`config.mk`:
```
export PLATFORM = sky130hd
export DESIGN_NAME = analog_comparator_control
export DESIGN_NICKNAME = d
export VERILOG_FILES = /design/src/common/comparator_control_pkg.sv /design/src/rtl/level_synchronizer.sv /design/src/rtl/analog_comparator_control.sv
export SDC_FILE = /design/constraint.sdc
export NUM_CORES = 1
export LEC_CHECK = 0
export BUFFER_PORTS_ARGS = -buffer_cell sky130_fd_sc_hd__buf_4
export CAP_MARGIN = 15
export CORE_UTILIZATION = 49
export DETAILED_ROUTE_END_ITERATION = 6
export PLACE_DENSITY = 0.71
export SLEW_MARGIN = 0
export SYNTH_ARGS = -nofsm -noshare
export SYNTH_HDL_FRONTEND = slang
export SYNTH_SLANG_ARGS = --single-unit
```
`constraint.sdc`:
```
create_clock -name clock_in -period 5.4 [get_ports clock_in]
set_input_delay 0.27 -clock clock_in [delete_from_list [all_inputs] [get_ports clock_in]]
set_output_delay 0.27 -clock clock_in [all_outputs]
set_load 0.005 [all_outputs]
```
`src/common/comparator_control_pkg.sv`:
```
package comparator_control_pkg;

  localparam int unsigned NUM_COMPARATORS = 2;
  localparam int unsigned ADDR_WIDTH      = 8;
  localparam int unsigned DATA_WIDTH      = 8;
  localparam int unsigned PORT_WIDTH      = 8;
  localparam int unsigned LEVEL_WIDTH     = 8;

  localparam logic [ADDR_WIDTH-1:0] ADDR_COMPARATOR_ONE = 8'hAC;
  localparam logic [ADDR_WIDTH-1:0] ADDR_COMPARATOR_TWO = 8'hAD;
  localparam logic [ADDR_WIDTH-1:0] ADDR_INPUT_DISABLE  = 8'hF6;
  localparam logic [ADDR_WIDTH-1:0] ADDR_PORT_ZERO      = 8'h80;

  localparam logic [DATA_WIDTH-1:0] CONTROL_RESET       = 8'h00;
  localparam logic [PORT_WIDTH-1:0] INPUT_DISABLE_RESET = 8'h00;
  localparam logic [DATA_WIDTH-1:0] READ_IDLE           = 8'h00;
  localparam logic [LEVEL_WIDTH-1:0] INTERNAL_REF_LEVEL = 8'h80;

  localparam int unsigned CLOCK_PERIOD_NS = 10;
  localparam int unsigned SETTLE_TIME_NS  = 10000;
  localparam int unsigned SETTLE_CYCLES   = (SETTLE_TIME_NS + CLOCK_PERIOD_NS - 1) / CLOCK_PERIOD_NS;

  typedef struct packed {
    logic [1:0] reserved;
    logic       comparator_enable;
    logic       positive_input_select;
    logic       negative_input_select;
    logic       output_pin_enable;
    logic       synced_comparator_result;
    logic       comparator_change_flag;
  } control_reg_type;

  typedef struct packed {
    logic [ADDR_WIDTH-1:0] addr;
    logic [DATA_WIDTH-1:0] wdata;
    logic                  write;
    logic                  read;
  } bus_request_type;

  typedef enum logic [1:0] {
    SETTLE_OFF  = 2'b00,
    SETTLE_WAIT = 2'b01,
    SETTLE_DONE = 2'b11
  } settle_state_type;
endpackage

```
`src/rtl/level_synchronizer.sv`:
```
`timescale 1ns/1ps
module level_synchronizer #(
  parameter int unsigned WIDTH = 8
) (
  input  wire logic             clock_in,
  input  wire logic             sys_rst_in,
  input  wire logic [WIDTH-1:0] async_in,
  output logic      [WIDTH-1:0] sync_out
);
  logic [WIDTH-1:0] stage_one_ff;
  logic [WIDTH-1:0] stage_two_ff;

  always_ff @(posedge clock_in or posedge sys_rst_in) begin
    if (sys_rst_in) begin
      stage_one_ff <= '0;
      stage_two_ff <= '0;
    end else begin
      stage_one_ff <= async_in;
      stage_two_ff <= stage_one_ff;
    end
  end

  assign sync_out = stage_two_ff;
endmodule

```
`src/rtl/analog_comparator_control.sv`:
```
`timescale 1ns/1ps
module analog_comparator_control #(
  parameter int unsigned                  LEVEL_W      = comparator_control_pkg::LEVEL_WIDTH,
  parameter int unsigned                  SETTLE_COUNT = comparator_control_pkg::SETTLE_CYCLES,
  parameter logic [LEVEL_W-1:0]           INTERNAL_REF = comparator_control_pkg::INTERNAL_REF_LEVEL
) (
  input  wire logic                                             clock_in,
  input  wire logic                                             sys_rst_in,
  input  wire comparator_control_pkg::bus_request_type          bus_request_in,
  output logic [comparator_control_pkg::DATA_WIDTH-1:0]         read_data_out,
  input  wire logic [1:0][LEVEL_W-1:0]                          first_positive_pin_in,
  input  wire logic [1:0][LEVEL_W-1:0]                          second_positive_pin_in,
  input  wire logic [LEVEL_W-1:0]                               shared_reference_pin_in,
  input  wire logic [comparator_control_pkg::PORT_WIDTH-1:0]    port_zero_pins_in,
  output logic [comparator_control_pkg::PORT_WIDTH-1:0]         port_zero_read_out,
  output logic [comparator_control_pkg::PORT_WIDTH-1:0]         digital_input_disable_out,
  output logic [1:0]                                            comparator_pin_out,
  output logic [1:0]                                            comparator_pin_oe_out,
  output logic [1:0]                                            comparator_settled_out,
  input  wire logic [1:0]                                       comparator_interrupt_enable_in,
  input  wire logic                                             global_interrupt_enable_in,
  input  wire logic [1:0]                                       priority_sufficient_in,
  output logic [1:0]                                            comparator_irq_out
);
  localparam int unsigned NUM    = comparator_control_pkg::NUM_COMPARATORS;
  localparam int unsigned PW     = comparator_control_pkg::PORT_WIDTH;
  localparam int unsigned DW     = comparator_control_pkg::DATA_WIDTH;
  localparam int unsigned SYNC_W = 5 * LEVEL_W + PW;
  localparam int unsigned CNT_W  = $clog2(SETTLE_COUNT + 1);
  localparam logic [CNT_W-1:0] SETTLE_LAST = CNT_W'(SETTLE_COUNT - 1);

  // Positive beats negative strictly; equal levels give zero
  function automatic logic compare_levels(
    input comparator_control_pkg::control_reg_type ctrl,
    input logic [LEVEL_W-1:0]                      first_level,
    input logic [LEVEL_W-1:0]                      second_level,
    input logic [LEVEL_W-1:0]                      ref_level
  );
    logic [LEVEL_W-1:0] pos_level;
    logic [LEVEL_W-1:0] neg_level;
    pos_level = ctrl.positive_input_select ? second_level : first_level;
    neg_level = ctrl.negative_input_select ? INTERNAL_REF : ref_level;
    return pos_level > neg_level;
  endfunction

  function automatic logic [comparator_control_pkg::ADDR_WIDTH-1:0] control_addr(input int unsigned idx);
    return (idx == 0) ? comparator_control_pkg::ADDR_COMPARATOR_ONE : comparator_control_pkg::ADDR_COMPARATOR_TWO;
  endfunction

  // Level codes are treated as slowly varying; a code caught mid-change only
  // shifts the decision by one sample, which the change flag tolerates.
  logic [SYNC_W-1:0]        sync_raw;
  logic [1:0][LEVEL_W-1:0]  first_level;
  logic [1:0][LEVEL_W-1:0]  second_level;
  logic [LEVEL_W-1:0]       ref_level;
  logic [PW-1:0]            port_level;

  level_synchronizer #(
    .WIDTH (SYNC_W)
  ) u_sync (
    .clock_in   (clock_in),
    .sys_rst_in (sys_rst_in),
    .async_in   ({first_positive_pin_in, second_positive_pin_in, shared_reference_pin_in, port_zero_pins_in}),
    .sync_out   (sync_raw)
  );

  assign {first_level, second_level, ref_level, port_level} = sync_raw;

  comparator_control_pkg::control_reg_type  ctrl_ff      [NUM];
  comparator_control_pkg::control_reg_type  nxt_ctrl     [NUM];
  comparator_control_pkg::settle_state_type settle_ff    [NUM];
  comparator_control_pkg::settle_state_type nxt_settle   [NUM];
  logic [CNT_W-1:0]                         settle_cnt_ff  [NUM];
  logic [CNT_W-1:0]                         nxt_settle_cnt [NUM];
  logic [PW-1:0]                            disable_ff;
  logic [PW-1:0]                            nxt_disable;
  logic [DW-1:0]                            read_data_ff;
  logic [DW-1:0]                            nxt_read_data;
  logic [PW-1:0]                            port_read_ff;
  logic [PW-1:0]                            nxt_port_read;
  logic [1:0]                               pin_ff;
  logic [1:0]                               nxt_pin;
  logic [1:0]                               pin_oe_ff;
  logic [1:0]                               nxt_pin_oe;
  logic [1:0]                               irq_ff;
  logic [1:0]                               nxt_irq;
  logic [1:0]                               settled_ff;
  logic [1:0]                               nxt_settled;

  // Start-up timer: results are held at zero until the analog stage settles
  always_comb begin
    for (int i = 0; i < NUM; i++) begin
      nxt_settle[i]     = settle_ff[i];
      nxt_settle_cnt[i] = settle_cnt_ff[i];
      unique case (settle_ff[i])
        comparator_control_pkg::SETTLE_OFF: begin
          nxt_settle_cnt[i] = '0;
          if (ctrl_ff[i].comparator_enable) begin
            nxt_settle[i] = comparator_control_pkg::SETTLE_WAIT;
          end
        end
        comparator_control_pkg::SETTLE_WAIT: begin
          if (!ctrl_ff[i].comparator_enable) begin
            nxt_settle[i] = comparator_control_pkg::SETTLE_OFF;
          end else if (settle_cnt_ff[i] == SETTLE_LAST) begin
            nxt_settle[i] = comparator_control_pkg::SETTLE_DONE;
          end else begin
            nxt_settle_cnt[i] = settle_cnt_ff[i] + CNT_W'(1);
          end
        end
        comparator_control_pkg::SETTLE_DONE: begin
          if (!ctrl_ff[i].comparator_enable) begin
            nxt_settle[i] = comparator_control_pkg::SETTLE_OFF;
          end
        end
        default: begin
          nxt_settle[i] = comparator_control_pkg::SETTLE_OFF;
        end
      endcase
      nxt_settled[i] = (nxt_settle[i] == comparator_control_pkg::SETTLE_DONE);
    end
  end

  always_ff @(posedge clock_in or posedge sys_rst_in) begin
    if (sys_rst_in) begin
      for (int i = 0; i < NUM; i++) begin
        settle_ff[i]     <= comparator_control_pkg::SETTLE_OFF;
        settle_cnt_ff[i] <= '0;
      end
      settled_ff <= '0;
    end else begin
      for (int i = 0; i < NUM; i++) begin
        settle_ff[i]     <= nxt_settle[i];
        settle_cnt_ff[i] <= nxt_settle_cnt[i];
      end
      settled_ff <= nxt_settled;
    end
  end

  // Control registers, result bit and change flag
  always_comb begin
    logic wr_hit;
    logic clear_req;
    logic result;
    wr_hit    = 1'b0;
    clear_req = 1'b0;
    result    = 1'b0;
    for (int i = 0; i < NUM; i++) begin
      nxt_ctrl[i] = ctrl_ff[i];
      wr_hit      = bus_request_in.write && (bus_request_in.addr == control_addr(i));
      clear_req   = wr_hit && !bus_request_in.wdata[0];
      if (wr_hit) begin
        nxt_ctrl[i].comparator_enable     = bus_request_in.wdata[5];
        nxt_ctrl[i].positive_input_select = bus_request_in.wdata[4];
        nxt_ctrl[i].negative_input_select = bus_request_in.wdata[3];
        nxt_ctrl[i].output_pin_enable     = bus_request_in.wdata[2];
      end
      // Reserved bits are never stored so stray writes cannot leak into reads
      nxt_ctrl[i].reserved = 2'b00;
      result = compare_levels(ctrl_ff[i], first_level[i], second_level[i], ref_level);
      if (ctrl_ff[i].comparator_enable && settle_ff[i] == comparator_control_pkg::SETTLE_DONE) begin
        nxt_ctrl[i].synced_comparator_result = result;
      end else begin
        nxt_ctrl[i].synced_comparator_result = 1'b0;
      end
      if (!nxt_ctrl[i].comparator_enable) begin
        nxt_ctrl[i].synced_comparator_result = 1'b0;
        nxt_ctrl[i].comparator_change_flag   = 1'b0;
      end else if (nxt_ctrl[i].synced_comparator_result != ctrl_ff[i].synced_comparator_result) begin
        // A change in the same cycle as a clearing write keeps the flag set
        nxt_ctrl[i].comparator_change_flag = 1'b1;
      end else if (clear_req) begin
        nxt_ctrl[i].comparator_change_flag = 1'b0;
      end
      nxt_pin[i]    = nxt_ctrl[i].synced_comparator_result;
      nxt_pin_oe[i] = nxt_ctrl[i].comparator_enable && nxt_ctrl[i].output_pin_enable;
      nxt_irq[i]    = nxt_ctrl[i].comparator_change_flag && comparator_interrupt_enable_in[i]
                      && global_interrupt_enable_in && priority_sufficient_in[i];
    end
  end

  always_ff @(posedge clock_in or posedge sys_rst_in) begin
    if (sys_rst_in) begin
      for (int i = 0; i < NUM; i++) begin
        ctrl_ff[i] <= comparator_control_pkg::control_reg_type'(comparator_control_pkg::CONTROL_RESET);
      end
      pin_ff    <= '0;
      pin_oe_ff <= '0;
      irq_ff    <= '0;
    end else begin
      for (int i = 0; i < NUM; i++) begin
        ctrl_ff[i] <= nxt_ctrl[i];
      end
      pin_ff    <= nxt_pin;
      pin_oe_ff <= nxt_pin_oe;
      irq_ff    <= nxt_irq;
    end
  end

  // Port zero input gating and register reads
  always_comb begin
    nxt_disable = disable_ff;
    if (bus_request_in.write && bus_request_in.addr == comparator_control_pkg::ADDR_INPUT_DISABLE) begin
      nxt_disable = bus_request_in.wdata;
    end
    nxt_port_read = port_level & ~disable_ff;
    nxt_read_data = comparator_control_pkg::READ_IDLE;
    if (bus_request_in.read) begin
      unique case (bus_request_in.addr)
        comparator_control_pkg::ADDR_COMPARATOR_ONE: nxt_read_data = DW'(ctrl_ff[0]);
        comparator_control_pkg::ADDR_COMPARATOR_TWO: nxt_read_data = DW'(ctrl_ff[1]);
        comparator_control_pkg::ADDR_INPUT_DISABLE:  nxt_read_data = disable_ff;
        comparator_control_pkg::ADDR_PORT_ZERO:      nxt_read_data = port_level & ~disable_ff;
        default:                                     nxt_read_data = comparator_control_pkg::READ_IDLE;
      endcase
    end
  end

  always_ff @(posedge clock_in or posedge sys_rst_in) begin
    if (sys_rst_in) begin
      disable_ff   <= comparator_control_pkg::INPUT_DISABLE_RESET;
      port_read_ff <= '0;
      read_data_ff <= comparator_control_pkg::READ_IDLE;
    end else begin
      disable_ff   <= nxt_disable;
      port_read_ff <= nxt_port_read;
      read_data_ff <= nxt_read_data;
    end
  end

  assign read_data_out             = read_data_ff;
  assign port_zero_read_out        = port_read_ff;
  assign digital_input_disable_out = disable_ff;
  assign comparator_pin_out        = pin_ff;
  assign comparator_pin_oe_out     = pin_oe_ff;
  assign comparator_settled_out    = settled_ff;
  assign comparator_irq_out        = irq_ff;
endmodule

```
**After elaboration in Yosys (flattened, before gate mapping)**

Index checks and enable logic that the tools add are counted.

- Add/sub/neg operators: 2
- Multiply operators: 0
- Div/mod/pow operators: 0
- Magnitude comparators: 2
- Equality and inequality tests: 18
- Shift operators: 0
- Multiplexer cells: 34
- Bitwise operators: 2
- Reduce and logical (&&, ||, !) cells: 22

Operators by type and width:

| cell | count |
|---|---|
| $mux 10 | 4 |
| $mux 8 | 5 |
| $pmux 10 s2 | 2 |
| $eq 8x8->1 const B | 4 |
| $pmux 8 s4 | 1 |
| $add 10x1->10 const B | 2 |
| $eq 10x10->1 const B | 2 |
| $gt 8x8->1 | 2 |
| $mux 2 | 8 |
| $logic_and 1x1->1 | 15 |
| $pmux 2 s3 | 2 |
| $mux 1 | 10 |
| $and 8x8->8 | 1 |
| $eq 2x2->1 const B | 4 |
| $mux 4 | 2 |
| $ne 2x2->1 const B | 4 |
| $not 8->8 | 1 |
| $reduce_and 3->1 | 2 |
| $eq 2x1->1 const B | 2 |
| $logic_not 2->1 | 2 |
| $reduce_bool 2->1 | 2 |
| $ne 1x1->1 | 2 |
| $logic_not 1->1 | 1 |

- Flip-flop bits (word level): 164
- Latch bits: 0
- Bits in writable memories: 0
- Memory bits (read-only): 0
- Output and inout bits: 32
- Memories kept: 0

**Logic depth before layout (Yosys ltp)**

- Depth in word-level cells: 9
- Depth in mapped cells: 9
- Mapped depth without buffers: 8

**Hierarchy**

From an unflattened synthesis, not the netlist that was laid out.

- Cells, all modules: 440
- Area total of the unflattened synthesis: 5997.0 sq um

Modules (own cells, without submodules):

| module | times used | cells each | area an instance (sq um) |
|---|---|---|---|
| analog_comparator_control | 1 | 343 | 3590.9 |
| level_synchronizer | 1 | 97 | 2406.1 |

**Worst setup path after synthesis**

Ideal clock, no wire load.

- Path type: register to register
- Start point: register ctrl_ff[4] (netlist name)
- End point: register irq_ff[1], in the netlist comparator_irq_out[1]
- Setup time: 0.094 ns
- Data arrival time: 2.093 ns
- Path slack: 3.213 ns
- Cell stages (with the launch flop): 10
- Path buffers: 1
- Path through: dfrtp_1 > clkbuf_1 > mux2_2 > ha_1 > nand4_1 > o2111ai_1 > a21oi_1 > nand2_1 > xor2_1 > a211oi_1

- Cells in the longest elaborated chain, start to end: 9

Ends and longest elaborated chain:

| item | RTL line | text |
|---|---|---|
| start: declaration | analog_comparator_control.sv:69 | `comparator_control_pkg::control_reg_type ctrl_ff [NUM];` |
| start signal: indexed assignment | analog_comparator_control.sv:185 | `ctrl_ff[i] <= comparator_control_pkg::control_reg_type'(comparator_control_pkg::CONTROL_RESET);` |
| start signal: indexed assignment | analog_comparator_control.sv:192 | `ctrl_ff[i] <= nxt_ctrl[i];` |
| $mux 8 | analog_comparator_control.sv:41 | `pos_level = ctrl.positive_input_select ? second_level : first_level;` |
| $gt 8x8->1 | analog_comparator_control.sv:43 | `return pos_level > neg_level;` |
| $mux 1 | analog_comparator_control.sv:161 | `if (ctrl_ff[i].comparator_enable && settle_ff[i] == comparator_control_pkg::SETTLE_DONE) begin` |
| $ne 1x1->1 | analog_comparator_control.sv:169 | `end else if (nxt_ctrl[i].synced_comparator_result != ctrl_ff[i].synced_comparator_result) begin` |
| $mux 1 | analog_comparator_control.sv:169 |  |
| $mux 1 | analog_comparator_control.sv:166 | `if (!nxt_ctrl[i].comparator_enable) begin` |
| $logic_and 1x1->1 | analog_comparator_control.sv:177 | `nxt_irq[i] = nxt_ctrl[i].comparator_change_flag && comparator_interrupt_enable_in[i]` |
| $logic_and 1x1->1 (2 in series) | analog_comparator_control.sv:178 | `&& global_interrupt_enable_in && priority_sufficient_in[i];` |
| net nxt_irq[1] | analog_comparator_control.sv:86 | `logic [1:0] nxt_irq;` |
| end signal: assignment | analog_comparator_control.sv:196 | `irq_ff <= nxt_irq;` |
| end: declaration | analog_comparator_control.sv:85 | `logic [1:0] irq_ff;` |

The timed path passes the listed nets, and every way through them passes these cells.
A chain may end at the register's enable or synchronous reset.

**Worst setup path after layout**

Ends and elaborated chain as after synthesis.

==> impl_metrics.env <==
export IMPL_status="finished, final reports clean"
export IMPL_io_buffers=104
export IMPL_grtUsageTotal=0.204
export IMPL_core_um2=12000
export IMPL_synth_warnings=0
export IMPL_synth_most_common_cell="dfrtp_1"
export IMPL_hp_class="primary input to asynchronous set/reset pin"
export IMPL_synth_cells=432
export IMPL_slew_violations=0
export IMPL_intPower_uw=2130
export IMPL_grt_pass1_wl_um=19500
export IMPL_cp_cell_sequence="mux2_2 > ha_1 > nand4_1 > o2111ai_1 > a21oi_1 > nand2_1 > xor2_1 > a211oi_1"
export IMPL_start_kind="flop"
export IMPL_cts_tree="built"
export IMPL_p_leak_uw=0.00368
export IMPL_yosysUniqueCellTypes=50
export IMPL_grt_pass1_vias=4054
export IMPL_path_buf_inv=0
export IMPL_cts_max_path_buffers=2
export IMPL_dpl_hpwl_um=7700
export IMPL_cp_num_cells=8
export IMPL_antenna_found_initial=0
export IMPL_r2r_end="comparator_irq_out[1]"
export IMPL_grt_max_degree=115
export IMPL_io_pins=105
export IMPL_grt_overflow=0
export IMPL_p_comb_frac=0.066
export IMPL_drt_wl_total_um=11800
export IMPL_cts_sinks=162
export IMPL_fmax_ghz=0.422
export IMPL_synth_nets=523
export IMPL_crit_start="ctrl_ff[4]"
export IMPL_slowest_stage="dfrtp_1"
export IMPL_seq_area_frac_synth=0.676
export IMPL_relSlewSlack=0.344
export IMPL_rr_worst_depth=8
export IMPL_fp_dieW_um=113
export IMPL_critPathCapture="comparator_irq_out[1]"
export IMPL_antenna_cells=0
export IMPL_rsz0062_at_grt="false"
export IMPL_nets=683
export IMPL_cts_root_buf="clkbuf_16"
export IMPL_period_minus_slack_ns=2.37
export IMPL_gp_congestion=0.831
export IMPL_synth_top_area_frac=0.676
export IMPL_clk_pin_slew_ns=0.06
export IMPL_path_delay_family="flip-flops"
export IMPL_ys_top_cells_by_area="dfrtp_1 68%, mux2_2 5.1%, ha_1 3.8%"
export IMPL_cap_violations=0
export IMPL_power_frac_clock=0.455
export IMPL_synth_main_ff_cell="dfrtp_1"
export IMPL_ir_drop_mv=0.241
export IMPL_r2r_start="ctrl_ff[4]"
export IMPL_crit_type="flop to flop"
export IMPL_fin_tns_setup_ns=0
export IMPL_cp_required_ns=5.71
export IMPL_h_tree_depth=4
export IMPL_synth_edf_count=0
export IMPL_rows=40
export IMPL_cts_repair_resized=0
export IMPL_cts_buffers=17
export IMPL_wl_per_cell_um=15.6
export IMPL_syn_area_um2=6000
export IMPL_drc=0
export IMPL_period_share=0.439
export IMPL_syn2layout_area_growth_pct=33.6
export IMPL_design_area_um2=8010
export IMPL_skew_ns=0.00581
export IMPL_synth_seq_cells=162
export IMPL_seqPwrFrac=0.480
export IMPL_synth_commonest_cells="162 x dfrtp_1, 27 x mux2_2, 27 x nor2_1"
export IMPL_setup_violations=0
export IMPL_clkLatencyLatePin_ns=0.41
export IMPL_tightest_slew_ns=0.984
export IMPL_end_kind="flop"
export IMPL_arrival_ns=2.69
export IMPL_async_flop_share=1.00
export IMPL_r2r_slack_ns=3.03
export IMPL_fp_dieH_um=113
export IMPL_viasPerCell=5.12
export IMPL_power_density_nw_per_um2=334
export IMPL_dr_first_iter_drc_count=189
export IMPL_layout_drive_gt1_share=0.294
export IMPL_switchingPower_uw=547
export IMPL_initial_core_util=0.501
export IMPL_first_pass_iters=4
export IMPL_yosys_area_top_type="dfrtp_1"
export IMPL_num_vias=3852
export IMPL_synth_area_per_cell_um2=13.9
export IMPL_p_sw_frac=0.204
export IMPL_placed_area_um2=6920
export IMPL_die_area_um2=12700
export IMPL_postCtsSetupBuffers=0
export IMPL_antenna_left=0
export IMPL_max_stage_delay_ns=0.59
export IMPL_final_hold_viol_count=0
export IMPL_path_max_fanout=10
-- registers in the layout, indices dropped and copies added, names as in the netlist --
signal                     cells
ctrl_ff                       11
comparator_irq_out             2
comparator_settled_out         2
comparator_pin_out             1
digital_input_disable_out      8
settle_cnt_ff                 20
read_data_out                  8
comparator_pin_oe_out          2
u_sync.stage_one_ff           48
settle_ff                      4
u_sync.sync_out               48
port_zero_read_out             8
-- routing by layer --
metal  up-vias  track usage  routed length [µm]
met5         -            0                   0
met4         0       0.0818                 209
met3        18       0.0502                 406
met2        88        0.346                6180
met1      1903        0.251                4960
li1       1843            -                   -
-- worst register-to-register path, delay by kind of cell, from the launching register on --
| family | cells | cell delay (ns) |
|---|---|---|
| fa+ha+maj | 1 | 0.33 |
| simple gates | 2 | 0.25 |
| compound gates | 3 | 0.55 |
| mux | 1 | 0.39 |
| xor+xnor | 1 | 0.17 |
| flops | 1 | 0.59 |
-- cells by family after synthesis --
| family | share of synthesized area |
|---|---|
| mux | 0.0688 |
| buf+inv | 0.0142 |
| flops | 0.676 |
| fa+ha+maj | 0.0375 |
| compound gates | 0.0674 |
| simple gates | 0.120 |
| xor+xnor | 0.0161 |
-- cell usage in the layout (no fill, tap or decap), types with 3 or more instances in the layout --
cell type	synthesis	final
o22ai_1	3	3
clkinv_2	0	5
nand2_1	23	23
a21oi_1	16	16
clkbuf_8	0	4
nand2b_1	15	15
dfrtp_1	162	162
o21a_1	4	4
xor2_1	10	10
ha_1	18	18
o22a_1	3	3
a31oi_1	3	3
a22oi_1	7	7
nor2_1	27	27
buf_4	3	105
inv_1	5	4
bufinv_16	0	3
clkbuf_16	0	17
nand3_1	8	8
nor2b_1	15	15
or3_1	5	5
and3_1	4	4
mux2_2	27	27
and2_1	3	3
o211ai_1	3	3
dlygate4sd3_1	0	48
nand4_1	12	12
mux2i_1	7	7
o31ai_1	4	4
o21ai_0	8	8
-- final cells by class --
cell class                 count  area, µm²
tap                          147        184
clock inverter                10        130
clock buffer                  22        484
fill                         832       3950
multi-input combinational    251       1860
timing repair buffer         153       1270
sequential                   162       4050
inverter                       7       31.3
-- per-stage QoR --
step	utilization	worst slack, ns	hold slack, ns	std cells	total power, µW
finish	0.670	3.03	0.0288	752	2680
global route	0.670	2.83	0.0694	752	2780
CTS	0.670	3.05	0.0704	752	2700
detailed placement	0.578	3.13	0.335	672	1460
global placement	0.578	3.20	0.333	672	1450
floorplan	-	0.753	0.301	432	1370
-- power by group through the flow --
stage	sequential (µW)	clock [µW]	combinational (µW)
6_report	1280	1220	176
5_1_grt	1290	1300	196
4_1_cts	1280	1240	178
3_5_place_dp	1310	0	149
3_3_place_gp	1310	0	143
2_1_floorplan	1300	0	79.3
-- worst min path at each step --
stage | startpoint | to | slack [ns] | cells past startpoint
floorplan | port_zero_pins_in[0] | u_sync.stage_one_ff[0] | 0.30 | 0
global placement | u_sync.stage_one_ff[1] | u_sync.sync_out[1] | 0.33 | 0
detailed placement | u_sync.stage_one_ff[1] | u_sync.sync_out[1] | 0.33 | 0
CTS | bus_request_in[9] | digital_input_disable_out[7] | 0.07 | 2
global route | bus_request_in[8] | digital_input_disable_out[6] | 0.07 | 2
finish | sys_rst_in | u_sync.stage_one_ff[10] | 0.03 | 2
-- timing repair --
| action | in CTS | in global routing |
|---|---|---|
| endpoints found under the setup margin | 0 | 0 |
| hold endpoints to repair | 48 | 0 |
| hold buffers | 48 | 0 |
No activity file was read; power rests on OpenSTA's default activity.
